==> config.mk <==
export PLATFORM = sky130hd
export DESIGN_NAME = gpd_ports
export DESIGN_NICKNAME = d
export VERILOG_FILES = /design/src/logic/gpd_pkg.sv /design/src/logic/gpd_ports.sv /design/src/logic/gpd_port.sv
export SDC_FILE = /design/constraint.sdc
export NUM_CORES = 1
export LEC_CHECK = 0
export BUFFER_PORTS_ARGS = -buffer_cell sky130_fd_sc_hd__buf_2
export CORE_ASPECT_RATIO = 0.8
export CORE_MARGIN = 2
export CORE_UTILIZATION = 45
export CTS_CLUSTER_SIZE = 14
export DETAILED_ROUTE_END_ITERATION = 7
export PLACE_DENSITY = 0.74
export SLEW_MARGIN = 25
export SYNTH_ARGS = -nofsm -noshare
export SYNTH_HDL_FRONTEND = slang
export SYNTH_SLANG_ARGS = --single-unit
==> constraint.sdc <==
create_clock -name clk_sys_i -period 2.42 [get_ports clk_sys_i]
set_input_delay 0.363 -clock clk_sys_i [delete_from_list [all_inputs] [get_ports clk_sys_i]]
set_output_delay 0.363 -clock clk_sys_i [all_outputs]
set_load 0.02 [all_outputs]
==> src/logic/gpd_pkg.sv <==
/*
 * Shared constants for the two eight-bit general-purpose I/O ports:
 * register byte offsets, reset values and bus response codes.
 * Assumes a 32-bit AXI4-Lite register bus with one register per aligned word.
 */
package gpd_pkg;

    // ----------------------------------------------------------------
    // widths
    // ----------------------------------------------------------------
    localparam int PORT_W = 8;
    localparam int ADDR_W = 12;

    // ----------------------------------------------------------------
    // register byte offsets
    // ----------------------------------------------------------------
    localparam logic [ADDR_W-1:0] OFF_C_DATA = 12'h000;
    localparam logic [ADDR_W-1:0] OFF_C_DIR = 12'h004;
    localparam logic [ADDR_W-1:0] OFF_ALT_SEL = 12'h008;
    localparam logic [ADDR_W-1:0] OFF_D_DATA = 12'h00c;
    localparam logic [ADDR_W-1:0] OFF_D_DIR = 12'h010;
    localparam logic [ADDR_W-1:0] OFF_D_ANALOG = 12'h014;
    localparam logic [ADDR_W-1:0] OFF_C_SET = 12'h018;
    localparam logic [ADDR_W-1:0] OFF_C_CLR = 12'h01c;
    localparam logic [ADDR_W-1:0] OFF_D_SET = 12'h020;
    localparam logic [ADDR_W-1:0] OFF_D_CLR = 12'h024;

    // ----------------------------------------------------------------
    // reset values and field positions
    // ----------------------------------------------------------------
    localparam logic [PORT_W-1:0] RST_DIR = 8'hff;
    localparam logic [PORT_W-1:0] RST_ANALOG = 8'hff;
    localparam logic [PORT_W-1:0] RST_ALT_SEL = 8'h00;
    localparam int ALT_SECOND_CAPTURE_BIT = 0;
    localparam int C_SECOND_CAPTURE_PIN = 1;

    // ----------------------------------------------------------------
    // bus responses
    // ----------------------------------------------------------------
    localparam logic [1:0] RESP_OKAY = 2'h0;
    localparam logic [1:0] RESP_SLVERR = 2'h2;

endpackage

==> src/logic/gpd_ports.sv <==
/*
 * Two eight-bit general-purpose ports (C and D) behind an AXI4-Lite slave.
 * Port C pins are shared with peripheral functions whose internals live
 * elsewhere; they hand in per-pin enable, output and output enable.
 * Assumes all pin and peripheral inputs are synchronous to clk_sys_i.
 */
// How it works
// - each port is eight bidirectional pins with own direction and latch bit
// - direction one makes the pin input with driver off; resets to ones
// - direction zero drives the output latch value onto the pin
// - reading port data returns pin levels, not latch contents
// - port set/clear writes are read-modify-write into the output latch; port data writes load it whole
// - output latch is unknown after reset until software writes it
// - direction still controls drivers on analog pins; analog pins read zero
// - port D analog select forces digital reads of that pin to zero
// - analog select does not affect digital output drive
// - port D analog select bits reset to ones
// - without port D its data reads zero and writes do nothing
// - port C bits 0..2 shared with timer oscillator and capture channels
// - port C bits 3..7 shared with synchronous serial and serial port
// - second capture channel uses port C bit 1 or port B bit 3
module gpd_ports
    import gpd_pkg::*;
#(
    parameter bit PORT_D_PRESENT = 1'b1
) (
    input wire logic clk_sys_i,
    input wire logic rst_i,
    input wire logic [ADDR_W-1:0] s_axi_awaddr_i,
    input wire logic s_axi_awvalid_i,
    output logic s_axi_awready_o,
    input wire logic [31:0] s_axi_wdata_i,
    input wire logic [3:0] s_axi_wstrb_i,
    input wire logic s_axi_wvalid_i,
    output logic s_axi_wready_o,
    output logic [1:0] s_axi_bresp_o,
    output logic s_axi_bvalid_o,
    input wire logic s_axi_bready_i,
    input wire logic [ADDR_W-1:0] s_axi_araddr_i,
    input wire logic s_axi_arvalid_i,
    output logic s_axi_arready_o,
    output logic [31:0] s_axi_rdata_o,
    output logic [1:0] s_axi_rresp_o,
    output logic s_axi_rvalid_o,
    input wire logic s_axi_rready_i,
    input wire logic [PORT_W-1:0] port_c_pin_i,
    output logic [PORT_W-1:0] port_c_pin_o,
    output logic [PORT_W-1:0] port_c_pin_oe_o,
    input wire logic [PORT_W-1:0] port_d_pin_i,
    output logic [PORT_W-1:0] port_d_pin_o,
    output logic [PORT_W-1:0] port_d_pin_oe_o,
    input wire logic [PORT_W-1:0] c_periph_en_i,
    input wire logic [PORT_W-1:0] c_periph_out_i,
    input wire logic [PORT_W-1:0] c_periph_oe_i,
    output logic [PORT_W-1:0] c_periph_in_o,
    input wire logic second_capture_en_i,
    input wire logic second_capture_out_i,
    input wire logic second_capture_oe_i,
    output logic second_capture_in_o,
    input wire logic port_b_bit3_i,
    output logic port_b_bit3_en_o,
    output logic port_b_bit3_out_o,
    output logic port_b_bit3_oe_o
);

    // ----------------------------------------------------------------
    // decode helper
    // ----------------------------------------------------------------
    function automatic logic hit(input logic [ADDR_W-1:0] addr, input logic [ADDR_W-1:0] off);
        hit = (addr[ADDR_W-1:2] == off[ADDR_W-1:2]);
    endfunction

    // ----------------------------------------------------------------
    // state
    // ----------------------------------------------------------------
    logic [PORT_W-1:0] port_c_direction_reg;
    logic [PORT_W-1:0] port_d_direction_reg;
    logic [PORT_W-1:0] port_d_analog_select_reg;
    logic second_capture_pin_select_reg;
    logic [ADDR_W-1:0] aw_addr_reg;
    logic aw_full_reg;
    logic [PORT_W-1:0] w_data_reg;
    logic w_strb0_reg;
    logic w_full_reg;
    logic bvalid_reg;
    logic [1:0] bresp_reg;
    logic rvalid_reg;
    logic [1:0] rresp_reg;
    logic [31:0] rdata_reg;

    logic [PORT_W-1:0] c_rd, d_rd, c_latch, d_latch;
    logic [PORT_W-1:0] c_en, c_out, c_oe;
    logic [PORT_W-1:0] d_dir_eff, d_analog_eff;
    logic [PORT_W-1:0] rd_value;
    logic do_write, wr_ok, wr_byte, ar_take, rd_hit;

    // ----------------------------------------------------------------
    // write decode
    // ----------------------------------------------------------------
    assign do_write = aw_full_reg && w_full_reg && !bvalid_reg;
    assign wr_byte = do_write && w_strb0_reg;
    assign wr_ok = hit(aw_addr_reg, OFF_C_DATA) || hit(aw_addr_reg, OFF_C_DIR) ||
                   hit(aw_addr_reg, OFF_ALT_SEL) || hit(aw_addr_reg, OFF_D_DATA) ||
                   hit(aw_addr_reg, OFF_D_DIR) || hit(aw_addr_reg, OFF_D_ANALOG) ||
                   hit(aw_addr_reg, OFF_C_SET) || hit(aw_addr_reg, OFF_C_CLR) ||
                   hit(aw_addr_reg, OFF_D_SET) || hit(aw_addr_reg, OFF_D_CLR);

    assign s_axi_awready_o = !aw_full_reg;
    assign s_axi_wready_o = !w_full_reg;
    assign s_axi_bvalid_o = bvalid_reg;
    assign s_axi_bresp_o = bresp_reg;

    // write channel capture; address and data may arrive in either order
    always_ff @(posedge clk_sys_i or posedge rst_i) begin
        if (rst_i) begin
            aw_full_reg <= 1'b0;
            w_full_reg <= 1'b0;
            aw_addr_reg <= '0;
            w_data_reg <= '0;
            w_strb0_reg <= 1'b0;
        end else begin
            if (s_axi_awvalid_i && !aw_full_reg) begin
                aw_full_reg <= 1'b1;
                aw_addr_reg <= s_axi_awaddr_i;
            end else if (do_write) begin
                aw_full_reg <= 1'b0;
            end
            if (s_axi_wvalid_i && !w_full_reg) begin
                w_full_reg <= 1'b1;
                w_data_reg <= s_axi_wdata_i[PORT_W-1:0];
                w_strb0_reg <= s_axi_wstrb_i[0];
            end else if (do_write) begin
                w_full_reg <= 1'b0;
            end
        end
    end

    // write response
    always_ff @(posedge clk_sys_i or posedge rst_i) begin
        if (rst_i) begin
            bvalid_reg <= 1'b0;
            bresp_reg <= RESP_OKAY;
        end else if (do_write) begin
            bvalid_reg <= 1'b1;
            bresp_reg <= wr_ok ? RESP_OKAY : RESP_SLVERR;
        end else if (s_axi_bready_i) begin
            bvalid_reg <= 1'b0;
        end
    end

    // ----------------------------------------------------------------
    // control registers
    // ----------------------------------------------------------------
    // direction resets to inputs, analog select resets set
    always_ff @(posedge clk_sys_i or posedge rst_i) begin
        if (rst_i) begin
            port_c_direction_reg <= RST_DIR;
            port_d_direction_reg <= RST_DIR;
            port_d_analog_select_reg <= RST_ANALOG;
            second_capture_pin_select_reg <= RST_ALT_SEL[ALT_SECOND_CAPTURE_BIT];
        end else if (wr_byte) begin
            if (hit(aw_addr_reg, OFF_C_DIR)) begin
                port_c_direction_reg <= w_data_reg;
            end
            if (hit(aw_addr_reg, OFF_ALT_SEL)) begin
                second_capture_pin_select_reg <= w_data_reg[ALT_SECOND_CAPTURE_BIT];
            end
            if (PORT_D_PRESENT && hit(aw_addr_reg, OFF_D_DIR)) begin
                port_d_direction_reg <= w_data_reg;
            end
            if (PORT_D_PRESENT && hit(aw_addr_reg, OFF_D_ANALOG)) begin
                port_d_analog_select_reg <= w_data_reg;
            end
        end
    end

    // ----------------------------------------------------------------
    // peripheral routing on port C
    // ----------------------------------------------------------------
    // bit0 timer osc/clock, bit1 osc in + second capture, bit2 first capture
    // bits 3..5 synchronous serial, bits 6..7 serial port, via c_periph_*
    // second capture lands on port C bit 1 only while the select is clear
    assign c_en = c_periph_en_i |
        (PORT_W'(second_capture_en_i && !second_capture_pin_select_reg) << C_SECOND_CAPTURE_PIN);
    assign c_out = c_periph_out_i |
        (PORT_W'(second_capture_out_i && !second_capture_pin_select_reg) << C_SECOND_CAPTURE_PIN);
    assign c_oe = c_periph_oe_i |
        (PORT_W'(second_capture_oe_i && !second_capture_pin_select_reg) << C_SECOND_CAPTURE_PIN);
    // alternate location on port B bit 3
    assign port_b_bit3_en_o = second_capture_en_i && second_capture_pin_select_reg;
    assign port_b_bit3_out_o = second_capture_out_i && second_capture_pin_select_reg;
    assign port_b_bit3_oe_o = second_capture_oe_i && second_capture_pin_select_reg;
    assign second_capture_in_o = second_capture_pin_select_reg ? port_b_bit3_i :
                                 port_c_pin_i[C_SECOND_CAPTURE_PIN];
    // peripherals see raw pin levels
    assign c_periph_in_o = port_c_pin_i;

    // missing port D: drivers held off, analog forced so reads give zero
    assign d_dir_eff = PORT_D_PRESENT ? port_d_direction_reg : RST_DIR;
    assign d_analog_eff = PORT_D_PRESENT ? port_d_analog_select_reg : RST_ANALOG;

    // ----------------------------------------------------------------
    // port slices
    // ----------------------------------------------------------------
    // one byte per port for direction and latch
    gpd_port #(.WIDTH(PORT_W)) u_port_c (
        .clk_sys_i(clk_sys_i),
        .dir_i(port_c_direction_reg),
        .analog_i('0),
        .periph_en_i(c_en),
        .periph_out_i(c_out),
        .periph_oe_i(c_oe),
        .pin_i(port_c_pin_i),
        .wr_full_i(wr_byte && hit(aw_addr_reg, OFF_C_DATA)),
        .wr_set_i(wr_byte && hit(aw_addr_reg, OFF_C_SET)),
        .wr_clr_i(wr_byte && hit(aw_addr_reg, OFF_C_CLR)),
        .wdata_i(w_data_reg),
        .rd_o(c_rd),
        .latch_o(c_latch),
        .pin_o(port_c_pin_o),
        .pin_oe_o(port_c_pin_oe_o)
    );

    // analog select masks reads, drive unaffected
    gpd_port #(.WIDTH(PORT_W)) u_port_d (
        .clk_sys_i(clk_sys_i),
        .dir_i(d_dir_eff),
        .analog_i(d_analog_eff),
        .periph_en_i('0),
        .periph_out_i('0),
        .periph_oe_i('0),
        .pin_i(port_d_pin_i),
        .wr_full_i(PORT_D_PRESENT && wr_byte && hit(aw_addr_reg, OFF_D_DATA)),
        .wr_set_i(PORT_D_PRESENT && wr_byte && hit(aw_addr_reg, OFF_D_SET)),
        .wr_clr_i(PORT_D_PRESENT && wr_byte && hit(aw_addr_reg, OFF_D_CLR)),
        .wdata_i(w_data_reg),
        .rd_o(d_rd),
        .latch_o(d_latch),
        .pin_o(port_d_pin_o),
        .pin_oe_o(port_d_pin_oe_o)
    );

    // ----------------------------------------------------------------
    // read channel
    // ----------------------------------------------------------------
    assign ar_take = s_axi_arvalid_i && !rvalid_reg;
    assign s_axi_arready_o = !rvalid_reg;
    assign s_axi_rvalid_o = rvalid_reg;
    assign s_axi_rresp_o = rresp_reg;
    assign s_axi_rdata_o = rdata_reg;

    // data offsets read pins; set/clear aliases read the same
    assign rd_value =
        (hit(s_axi_araddr_i, OFF_C_DATA) || hit(s_axi_araddr_i, OFF_C_SET) ||
         hit(s_axi_araddr_i, OFF_C_CLR)) ? c_rd :
        hit(s_axi_araddr_i, OFF_C_DIR) ? port_c_direction_reg :
        hit(s_axi_araddr_i, OFF_ALT_SEL) ?
            (PORT_W'(second_capture_pin_select_reg) << ALT_SECOND_CAPTURE_BIT) :
        (hit(s_axi_araddr_i, OFF_D_DATA) || hit(s_axi_araddr_i, OFF_D_SET) ||
         hit(s_axi_araddr_i, OFF_D_CLR)) ? d_rd :
        (hit(s_axi_araddr_i, OFF_D_DIR) && PORT_D_PRESENT) ? port_d_direction_reg :
        (hit(s_axi_araddr_i, OFF_D_ANALOG) && PORT_D_PRESENT) ? port_d_analog_select_reg :
        '0;
    assign rd_hit = hit(s_axi_araddr_i, OFF_C_DATA) || hit(s_axi_araddr_i, OFF_C_DIR) ||
                    hit(s_axi_araddr_i, OFF_ALT_SEL) || hit(s_axi_araddr_i, OFF_D_DATA) ||
                    hit(s_axi_araddr_i, OFF_D_DIR) || hit(s_axi_araddr_i, OFF_D_ANALOG) ||
                    hit(s_axi_araddr_i, OFF_C_SET) || hit(s_axi_araddr_i, OFF_C_CLR) ||
                    hit(s_axi_araddr_i, OFF_D_SET) || hit(s_axi_araddr_i, OFF_D_CLR);

    // read data is registered so the pin sample is the one at the address edge
    always_ff @(posedge clk_sys_i or posedge rst_i) begin
        if (rst_i) begin
            rvalid_reg <= 1'b0;
            rresp_reg <= RESP_OKAY;
            rdata_reg <= '0;
        end else if (ar_take) begin
            rvalid_reg <= 1'b1;
            rresp_reg <= rd_hit ? RESP_OKAY : RESP_SLVERR;
            rdata_reg <= {24'h000000, rd_value};
        end else if (s_axi_rready_i) begin
            rvalid_reg <= 1'b0;
        end
    end
endmodule

==> src/logic/gpd_port.sv <==
/*
 * One eight-bit port slice: output latch with read-modify-write update,
 * driver enable from the direction bits or a peripheral override, and the
 * digital read path with analog masking.
 * Assumes pin levels arrive synchronous to clk_sys_i.
 */
module gpd_port #(
    parameter int WIDTH = 8
) (
    input wire logic clk_sys_i,
    input wire logic [WIDTH-1:0] dir_i,
    input wire logic [WIDTH-1:0] analog_i,
    input wire logic [WIDTH-1:0] periph_en_i,
    input wire logic [WIDTH-1:0] periph_out_i,
    input wire logic [WIDTH-1:0] periph_oe_i,
    input wire logic [WIDTH-1:0] pin_i,
    input wire logic wr_full_i,
    input wire logic wr_set_i,
    input wire logic wr_clr_i,
    input wire logic [WIDTH-1:0] wdata_i,
    output logic [WIDTH-1:0] rd_o,
    output logic [WIDTH-1:0] latch_o,
    output logic [WIDTH-1:0] pin_o,
    output logic [WIDTH-1:0] pin_oe_o
);

    logic [WIDTH-1:0] latch_reg;
    logic [WIDTH-1:0] latch_next;
    logic [WIDTH-1:0] drive_value;

    // ----------------------------------------------------------------
    // read path
    // ----------------------------------------------------------------
    // pin levels read
    assign rd_o = pin_i & ~analog_i;

    // ----------------------------------------------------------------
    // output latch
    // ----------------------------------------------------------------
    // read-modify-write merge: set/clear forms load untouched bits from the digital read, zero on analog pins
    assign latch_next = wr_full_i ? wdata_i :
                        wr_set_i ? (rd_o | wdata_i) :
                        wr_clr_i ? (rd_o & ~wdata_i) : latch_reg;

    // latch unreset: content stays unknown until software writes it
    always_ff @(posedge clk_sys_i) begin
        latch_reg <= latch_next;
    end

    assign latch_o = latch_reg;

    // ----------------------------------------------------------------
    // drivers
    // ----------------------------------------------------------------
    // peripheral override of value and enable
    assign drive_value = (periph_en_i & periph_out_i) | (~periph_en_i & latch_reg);
    // input tri-states, output drives, analog ignored here
    assign pin_oe_o = (periph_en_i & periph_oe_i) | (~periph_en_i & ~dir_i);
    // zero while tri-stated so the unknown latch does not leak out of input pins
    assign pin_o = drive_value & pin_oe_o;

endmodule

Yosys cells after proc, flatten, opt, wreduce, memory -nomap -nowiden
Cells that the tools add are included.
- logic and storage cells: 134
- latch bits: 0
- bits of input ports: 111
- bits in read-only memories: 0
- flip-flop bits (word level): 78
- output and inout port bits: 85
- memories: 0
- memory bits (writable): 0
- divide/modulo/power cells: 0
- reductions and logical operators: 57
- equal/unequal tests: 18
- order comparisons: 0
- bitwise gates (word level): 21
- multiplexer cells: 22
- multipliers: 0
- add/sub/neg operators: 0
- shift-type cells: 0
- operator list (operator ; count):
    two-way mux 8 bit ; 12
    == test 10 x 3 -> 1 bit (second input constant) ; 8
    AND 8 bit ; 9
    == test 10 x 2 -> 1 bit (second input constant) ; 4
    == test 10 x 4 -> 1 bit (second input constant) ; 4
    inverter 8 bit ; 5
    OR 8 bit ; 4
    OR 8 x 2 -> 8 bit ; 3
    logical OR 1 bit ; 22
    == test 10 x 1 -> 1 bit (second input constant) ; 2
    logical NOT 10 bit ; 2
    logical AND 1 bit ; 18
    two-way mux 1 bit ; 8
    AND reduction 2 bit ; 4
    nonzero test 2 bit ; 4
    nonzero test 3 bit ; 2
    logical NOT 1 bit ; 5
    two-way mux 2 bit ; 2

Logic depth before layout (Yosys ltp)
Gate-level depths: netlist of the first run.
- depth after elaboration: 11
- gate-level depth with buffers: 6
- mapped depth without buffers: 4

Modules after synthesis
From an unflattened synthesis of the first run, not the netlist that was laid out.
- cell total of the unflattened synthesis: 405
- area, all modules: 4356.7 sq um
- modules (own cells, without submodules) (module ; area each (sq um) ; cells an instance ; seq. area each (sq um) ; times used):
    gpd_ports ; 3100.5 ; 271 ; 1481.4 ; 1
    gpd_port ; 628.1 ; 67 ; 240.2 ; 2

Worst setup path after synthesis of the first run
OpenSTA, ideal clock, no wires.
- path type: register to register
- from: register bvalid_reg, in the netlist s_axi_bvalid_o
- to: register u_port_d.latch_reg[0], in the netlist u_port_d.latch_o[0], enable pin
- stages on the path, launching flop included: 4
- path slack: 0.361 ns
- period minus slack after synthesis: 2.059 ns
- data arrival time: 1.673 ns
- buffers on the path: 0
- required time: 2.034 ns
- cells stage by stage: dfrtp_1 > and3b_1 > nand4_2 > a211oi_1
- word-level cells in the longest chain between the ends: 5
- elaborated cells on any way between the ends: 7
- ends and longest elaborated chain (item ; line ; text):
    start: declaration ; gpd_ports.sv:85 ; logic bvalid_reg;
    start signal: assignment ; gpd_ports.sv:141 ; bvalid_reg <= 1'b0;
    start signal: assignment ; gpd_ports.sv:144 ; bvalid_reg <= 1'b1;
    start signal: assignment ; gpd_ports.sv:147 ; bvalid_reg <= 1'b0;
    logical NOT 1 bit (*) ; gpd_ports.sv:100 ; assign do_write = aw_full_reg && w_full_reg && !bvalid_reg;
    logical AND 1 bit (*) ; gpd_ports.sv:100 ;
    logical AND 1 bit (*) ; gpd_ports.sv:101 ; assign wr_byte = do_write && w_strb0_reg;
    logical AND 1 bit (on tied branches) ; gpd_ports.sv:235, gpd_ports.sv:233, gpd_ports.sv:234 ;
    nonzero test 3 bit (no line) (*) ; -- ;
    end signal: assignment ; gpd_port.sv:47 ; latch_reg <= latch_next;
    end: declaration ; gpd_port.sv:27 ; logic [WIDTH-1:0] latch_reg;
Every way passes the cells marked *; elsewhere a longest branch is shown, timed or not.
A chain may end at the register's enable or synchronous reset.

Worst setup path after layout of the first run
- from: register aw_addr_reg[7]
- to: register port_d_direction_reg[1], in the netlist d_dir_eff[1]
- word-level cells in the longest chain between the ends: 2
- ends and longest elaborated chain (item ; line ; text):
    start: declaration ; gpd_ports.sv:80 ; logic [ADDR_W-1:0] aw_addr_reg;
    start signal: assignment ; gpd_ports.sv:124 ; aw_addr_reg <= s_axi_awaddr_i;
    == test 10 x 3 -> 1 bit ; gpd_ports.sv:70 ; hit = (addr[ADDR_W-1:2] == off[ADDR_W-1:2]);
    AND reduction 2 bit (no line) ; -- ;
    end signal: assignment ; gpd_ports.sv:169 ; port_d_direction_reg <= w_data_reg;
    end: declaration ; gpd_ports.sv:77 ; logic [PORT_W-1:0] port_d_direction_reg;
No other way between the ends.

==> reports/results.ini, run 1 <==
[synthesis]
synthDistinctLibCells=49
synth-seq-cells=74
yosysMostFrequentCell=mux2_2
synthCells=398
synth_edf_count=16
ys_seq_area_share_pct=45.6
async_flop_share_pct=78.4
synth.avg_cell_area_um2=10.8
synth.top_cell.area_share_pct=19.8
synth_common_cells=mux2_2 (36), buf_4 (34), dfrtp_1 (34)
synthFlopType=dfrtp_1
yosysWarningCount=0
yosys.area.top_type=dfrtp_1
synth.area.top_cells=dfrtp_1 (20%), dfstp_2 (15%), edfxtp_1 (11%), mux2_2 (9.4%), buf_4 (5.9%)
netlist_area_um2=4300

[cells_and_area]
final_cells=656
fill_cells=796
syn_to_final_growth_pct=23.4
nNetsFinal=647
largest_register_ffs=10
stdcell_area_um2=5310
diodes=0
layout-drive-gt1-share_pct=45.1

[route]
drtIter0Drc=187
drt_wl_total_um=10500
routedWlPerCell_um=16.0
dr.pass1.iters=4
drc=0
ant_nets=0
viasPerCell=5.22
via_count=3425

[clock_tree]
cts_resized=0
h-tree-depth=3
cts_tree=yes
path_clk_slew_ns=0.05
cts_made_buffers=9
cts.sinks=74
cts_root_buf=clkbuf_16
post-cts-setup-buffers=0
insertion_delay_ns=0.32
cts_hold_buf=0
clockBufferDepth=2

[worst_setup_path]
worstPathCellList=nor4_4, nand4_2, or4_1, mux2_4
cpLargestDelayFamily=simple AND/OR/NAND/NOR gates
crit_slowest_cell=or4_1
critical_path_class=flip-flop to flip-flop
critPathCaptureType=flip-flop
cpPeakStageDelay_ns=0.73
critPathBufInv=0
required_ns=2.66
startpoint_type=flip-flop
cp_max_fo=8
arrival_ns=2.39

[floorplan]
start_util_pct=47.0
coreArea_um2=9150
die_w_um=113
row_count=31
die_area_um2=10400
dieHeight_um=91.4
num_io_pins=196

[pwr]
leakage_uw=0.00245
power_density_nw_per_um2=791
irDropWorstVdd_mv=0.414

[global_route]
grt_pass1_wl_um=16600
grt_max_degree=32
grt_usage_pct=20.6
grt_pass1_vias=3344
grt-ovfl-total=0
antenna_found_initial=0

[timing]
rsz0062_at_grt=false
max_freq_ghz=0.466
min_period_over_period_pct=88.7
timing_hold_violations_final=0
slew-limit-headroom_pct=57.2
tns_ns=0
fin_crit_ns=2.15
tightest_slew_ns=0.641
fin_skew_ns=0.00465
slew_viol_final=0
finalSetupViolCount=0

[status]
status=finished, final reports clean

[run]
cap_violations=0

[place]
dp_hpwl_um=7980
place_congestion=0.861
place_area_um2=5020
place_inst=640
port_buffers=138

[hold_path]
min_path_type=primary input to asynchronous set/reset pin

## placed cells by master, fill, tap and decap left out, types with 2 or more instances in the layout
master,Yosys,routed
nand2_1,18,18
nor2b_1,22,22
conb_1,1,26
nor2_1,16,16
or3_1,2,2
buf_4,34,14
and2_1,6,6
o31ai_1,8,8
or4_1,3,3
nor3_2,2,2
a21o_1,4,4
mux2_4,8,8
edfxtp_1,16,16
nor4_4,2,2
a31oi_1,3,3
a22o_1,8,8
clkinv_2,0,2
a211oi_1,9,9
dfstp_2,24,24
mux2i_1,12,12
nand2b_1,27,27
inv_1,21,20
mux2_2,36,36
clkbuf_16,0,9
o21ai_0,18,18
a21oi_1,13,13
clkbuf_1,13,4
nand4_2,2,2
o32a_1,7,7
buf_2,1,138
o2bb2ai_1,8,8
dfrtp_1,34,34
## worst register-to-register path, stage by stage (launching register included)
cell     delay [ns]
dfrtp_1        0.41
nor4_4         0.37
nand4_2        0.15
or4_1          0.73
mux2_4         0.41
## path summary, 6_finish.rpt
kind / from / to / slack (ns) / cells past startpoint
setup reg to reg: aw_addr_reg[7] / d_dir_eff[1] / 0.27 / 4
min in group clk_sys_i: s_axi_bready_i / s_axi_bvalid_o / 0.21 / 2
setup / recovery: aw_addr_reg[7] / d_dir_eff[1] / 0.27 / 4
hold / removal: rst_i / second_capture_pin_select_reg / 0.13 / 2
hold reg to reg: s_axi_rresp_o[1] / s_axi_rresp_o[1] / 0.48 / 1
max in group asynchronous: rst_i / d_dir_eff[5] / 1.63 / 3
## power by group
part           switching [uW]  internal [uW]
clock                     470            796
sequential                324           1530
combinational             562            510
## cell families after synthesis
| kind of cell | count (synthesis) | share of synthesized area (%) |
|---|---|---|
| xor gates and xnor gates | 1 | 0.204 |
| and+or+nand+nor | 109 | 15.7 |
| DFF | 74 | 45.6 |
| AOI/OAI and AO/OA | 84 | 13.9 |
| other | 1 | 0.0872 |
| muxes | 56 | 15.0 |
| buffers and inverters | 73 | 9.55 |
## metal layers
metal | track usage (%) | routed length, um | vias up
met5 | 0 | 0 | -
met4 | 5.79 | 164 | 0
met3 | 4.14 | 683 | 13
met2 | 33.9 | 5200 | 131
met1 | 27.7 | 4450 | 1645
li1 | - | - | 1636
## per-stage QoR
step	hold slack [ns]	util [%]	setup WS [ns]	total power, uW
after global placement	0.461	54.9	0.317	2900
after global routing	0.180	58.0	0.166	4420
final	0.127	58.0	0.273	4200
after detailed placement	0.465	54.9	0.280	2950
after CTS	0.147	58.0	0.259	4220
after floorplan	0.459	-	0.361	2640
## area by class of cell
type | count | area [um^2] | share of cell area, %
clock buffer | 13 | 240 | 4.53
clock inverter | 3 | 40.0 | 0.755
inverter | 22 | 82.6 | 1.56
multi-input combinational | 276 | 2020 | 38.1
sequential | 74 | 1960 | 37.0
tap | 115 | 144 | 2.71
timing repair buffer | 153 | 816 | 15.4
Power figures use the tool's default switching activity.
==> run 2: changes to the inputs <==
--- a/config.mk
+++ b/config.mk
@@ -9,6 +9,7 @@
 export CORE_ASPECT_RATIO = 0.8
 export CORE_MARGIN = 2
 export CORE_UTILIZATION = 45
+export CTS_BUF_LIST = sky130_fd_sc_hd__clkbuf_4
 export CTS_CLUSTER_SIZE = 14
 export DETAILED_ROUTE_END_ITERATION = 7
 export PLACE_DENSITY = 0.74
==> reports/results.ini, run 2 (same netlist as run 1, synthesis figures left out) <==
[global_route]
grt_pass1_wl_um=16500  ; -1.2%
use_met3_pct=4.74  ; +0.60 points
met1_usage_pct=27.4  ; -0.30 points
use_met2_pct=33.5  ; -0.35 points
grt-ovfl-total=0  ; unchanged
busiest_layer=met2
grt_usage_pct=20.5  ; -0.10 points
antenna_found_initial=0  ; unchanged
grt_max_degree=32  ; unchanged
grt_pass1_vias=3314  ; -0.90%

[floorplan]
coreArea_um2=9150  ; unchanged
die_area_um2=10400  ; unchanged
dieHeight_um=91.4  ; unchanged
row_count=31  ; unchanged
die_w_um=113  ; unchanged
start_util_pct=47.0  ; unchanged
num_io_pins=196  ; unchanged

[worst_setup_path]
startpoint_type=flip-flop
r2r_start=aw_addr_reg[7]
worstPathCellList=nor4_4, nand4_2, or4_1, mux2_4
cpPeakStageDelay_ns=0.73  ; about the same
critical_path_class=flip-flop to flip-flop
arrival_ns=2.49  ; +0.10 ns
critPathBufInv=0  ; unchanged
cp_max_fo=8  ; unchanged
crit_path_start=aw_addr_reg[7]
crit_end=d_dir_eff[1]
cpLargestDelayFamily=simple AND/OR/NAND/NOR gates
ff2ff_setup_slack_ns=0.26  ; about the same
reg2reg_depth=4  ; unchanged
crit_slowest_cell=or4_1
required_ns=2.75  ; +0.09 ns
r2r_end=d_dir_eff[1]
critical_path_depth=4  ; unchanged
critPathCaptureType=flip-flop

[route]
drtIter0Drc=267  ; +43%
ant_nets=0  ; unchanged
via_count=3426  ; +0.029%
viasPerCell=5.22  ; about the same
drc=0  ; unchanged
routedWlPerCell_um=15.9  ; -0.40%
drt_wl_total_um=10500  ; -0.40%
dr.pass1.iters=5  ; +1

[clock_tree]
clockBufferDepth=2  ; unchanged
insertion_delay_ns=0.41  ; +0.09 ns
h-tree-depth=3  ; unchanged
post-cts-setup-buffers=0  ; unchanged
path_clk_slew_ns=0.11  ; +0.06 ns
cts_hold_buf=0  ; unchanged
cts_tree=yes
cts_resized=0  ; unchanged
cts_made_buffers=9  ; unchanged
cts_root_buf=clkbuf_4
cts.sinks=74  ; unchanged

[cells_and_area]
largest_register_ffs=10  ; unchanged
syn_to_final_growth_pct=20.1
nNetsFinal=647  ; unchanged
layout-drive-gt1-share_pct=45.8  ; +0.74 points
fill_cells=816  ; +2.5%
diodes=0  ; unchanged
layout_common_cells=buf_2 (138), mux2_2 (36), dfrtp_1 (34)
stdcell_area_um2=5160  ; -2.7%
final_common_cell=buf_2

[place]
place_area_um2=5020  ; unchanged
port_buffers=138  ; unchanged
dp_hpwl_um=7980  ; unchanged
place_congestion=0.861  ; unchanged

[status]
status=finished, final reports clean

[timing]
finalSetupViolCount=0  ; unchanged
timing_hold_violations_final=0  ; unchanged
max_freq_ghz=0.464  ; -0.37%
tightest_slew_ns=0.638  ; -0.00361 ns
slew-limit-headroom_pct=57.4  ; +0.24 points
tns_ns=0  ; unchanged
min_period_over_period_pct=89.1  ; +0.33 points
fin_skew_ns=0.0162  ; +0.0116 ns
rsz0062_at_grt=false
slew_viol_final=0  ; unchanged
fin_crit_ns=2.16  ; +0.00792 ns

[pwr]
power_density_nw_per_um2=716  ; -9.5%
leakage_uw=0.00240  ; -2.3%
irDropWorstVdd_mv=0.429  ; +3.6%

[run]
cap_violations=0  ; unchanged

[hold_path]
min_path_type=primary input to asynchronous set/reset pin

run 2: cell counts in the layout (fill, tap and decap cells not counted):
No cell type changed its count.
run 2: final cells by class:
class,instances,area (um^2),area share (%)
timing repair buffer,153,816,15.8
clock inverter,3,40.0,0.776
tap,115,144,2.79
inverter,22,82.6,1.60
multi-input combinational,276,2020,39.1
sequential,74,1960,38.0
clock buffer,13,97.6,1.89
run 2: layer usage:
layer,share of wire (%),up-vias
li1,-,1633
met3,7.1,9
met2,48,146
met5,0,-
met1,44,1638
met4,0.98,0
run 2: report_power, final:
part           leakage, uW  internal [uW]  total [uW]  switching, uW
sequential        0.000812           1530        1860            326
combinational      0.00150            510        1070            563
clock            0.0000818            360         766            406
run 2: worst register-to-register path, cell delays in order (launching register included):
cell	delay, ns
dfrtp_1	0.43
nor4_4	0.37
nand4_2	0.15
or4_1	0.73
mux2_4	0.41
run 2: how the worst min path moves through the flow:
stage / depth (start not counted) / startpoint / to
6_report: 2 / rst_i / s_axi_rvalid_o
4_1_cts: 2 / rst_i / s_axi_rvalid_o
2_1_floorplan: 1 / s_axi_bready_i / s_axi_bvalid_o
5_1_grt: 2 / rst_i / second_capture_pin_select_reg
3_5_place_dp: 1 / s_axi_rresp_o[1] / s_axi_rresp_o[1]
3_3_place_gp: 2 / s_axi_rdata_o[3] / s_axi_rdata_o[3]
run 2: through the flow:
step	cells	hold slack [ns]	utilization, %	total power (uW)	setup slack, ns
after detailed placement	640	0.465	54.9	2950	0.280
after global placement	640	0.461	54.9	2900	0.317
final	656	0.0263	56.4	3700	0.265
after global routing	656	0.0496	56.4	3910	0.0473
after floorplan	423	0.459	-	2640	0.361
after CTS	656	0.0317	56.4	3720	0.233
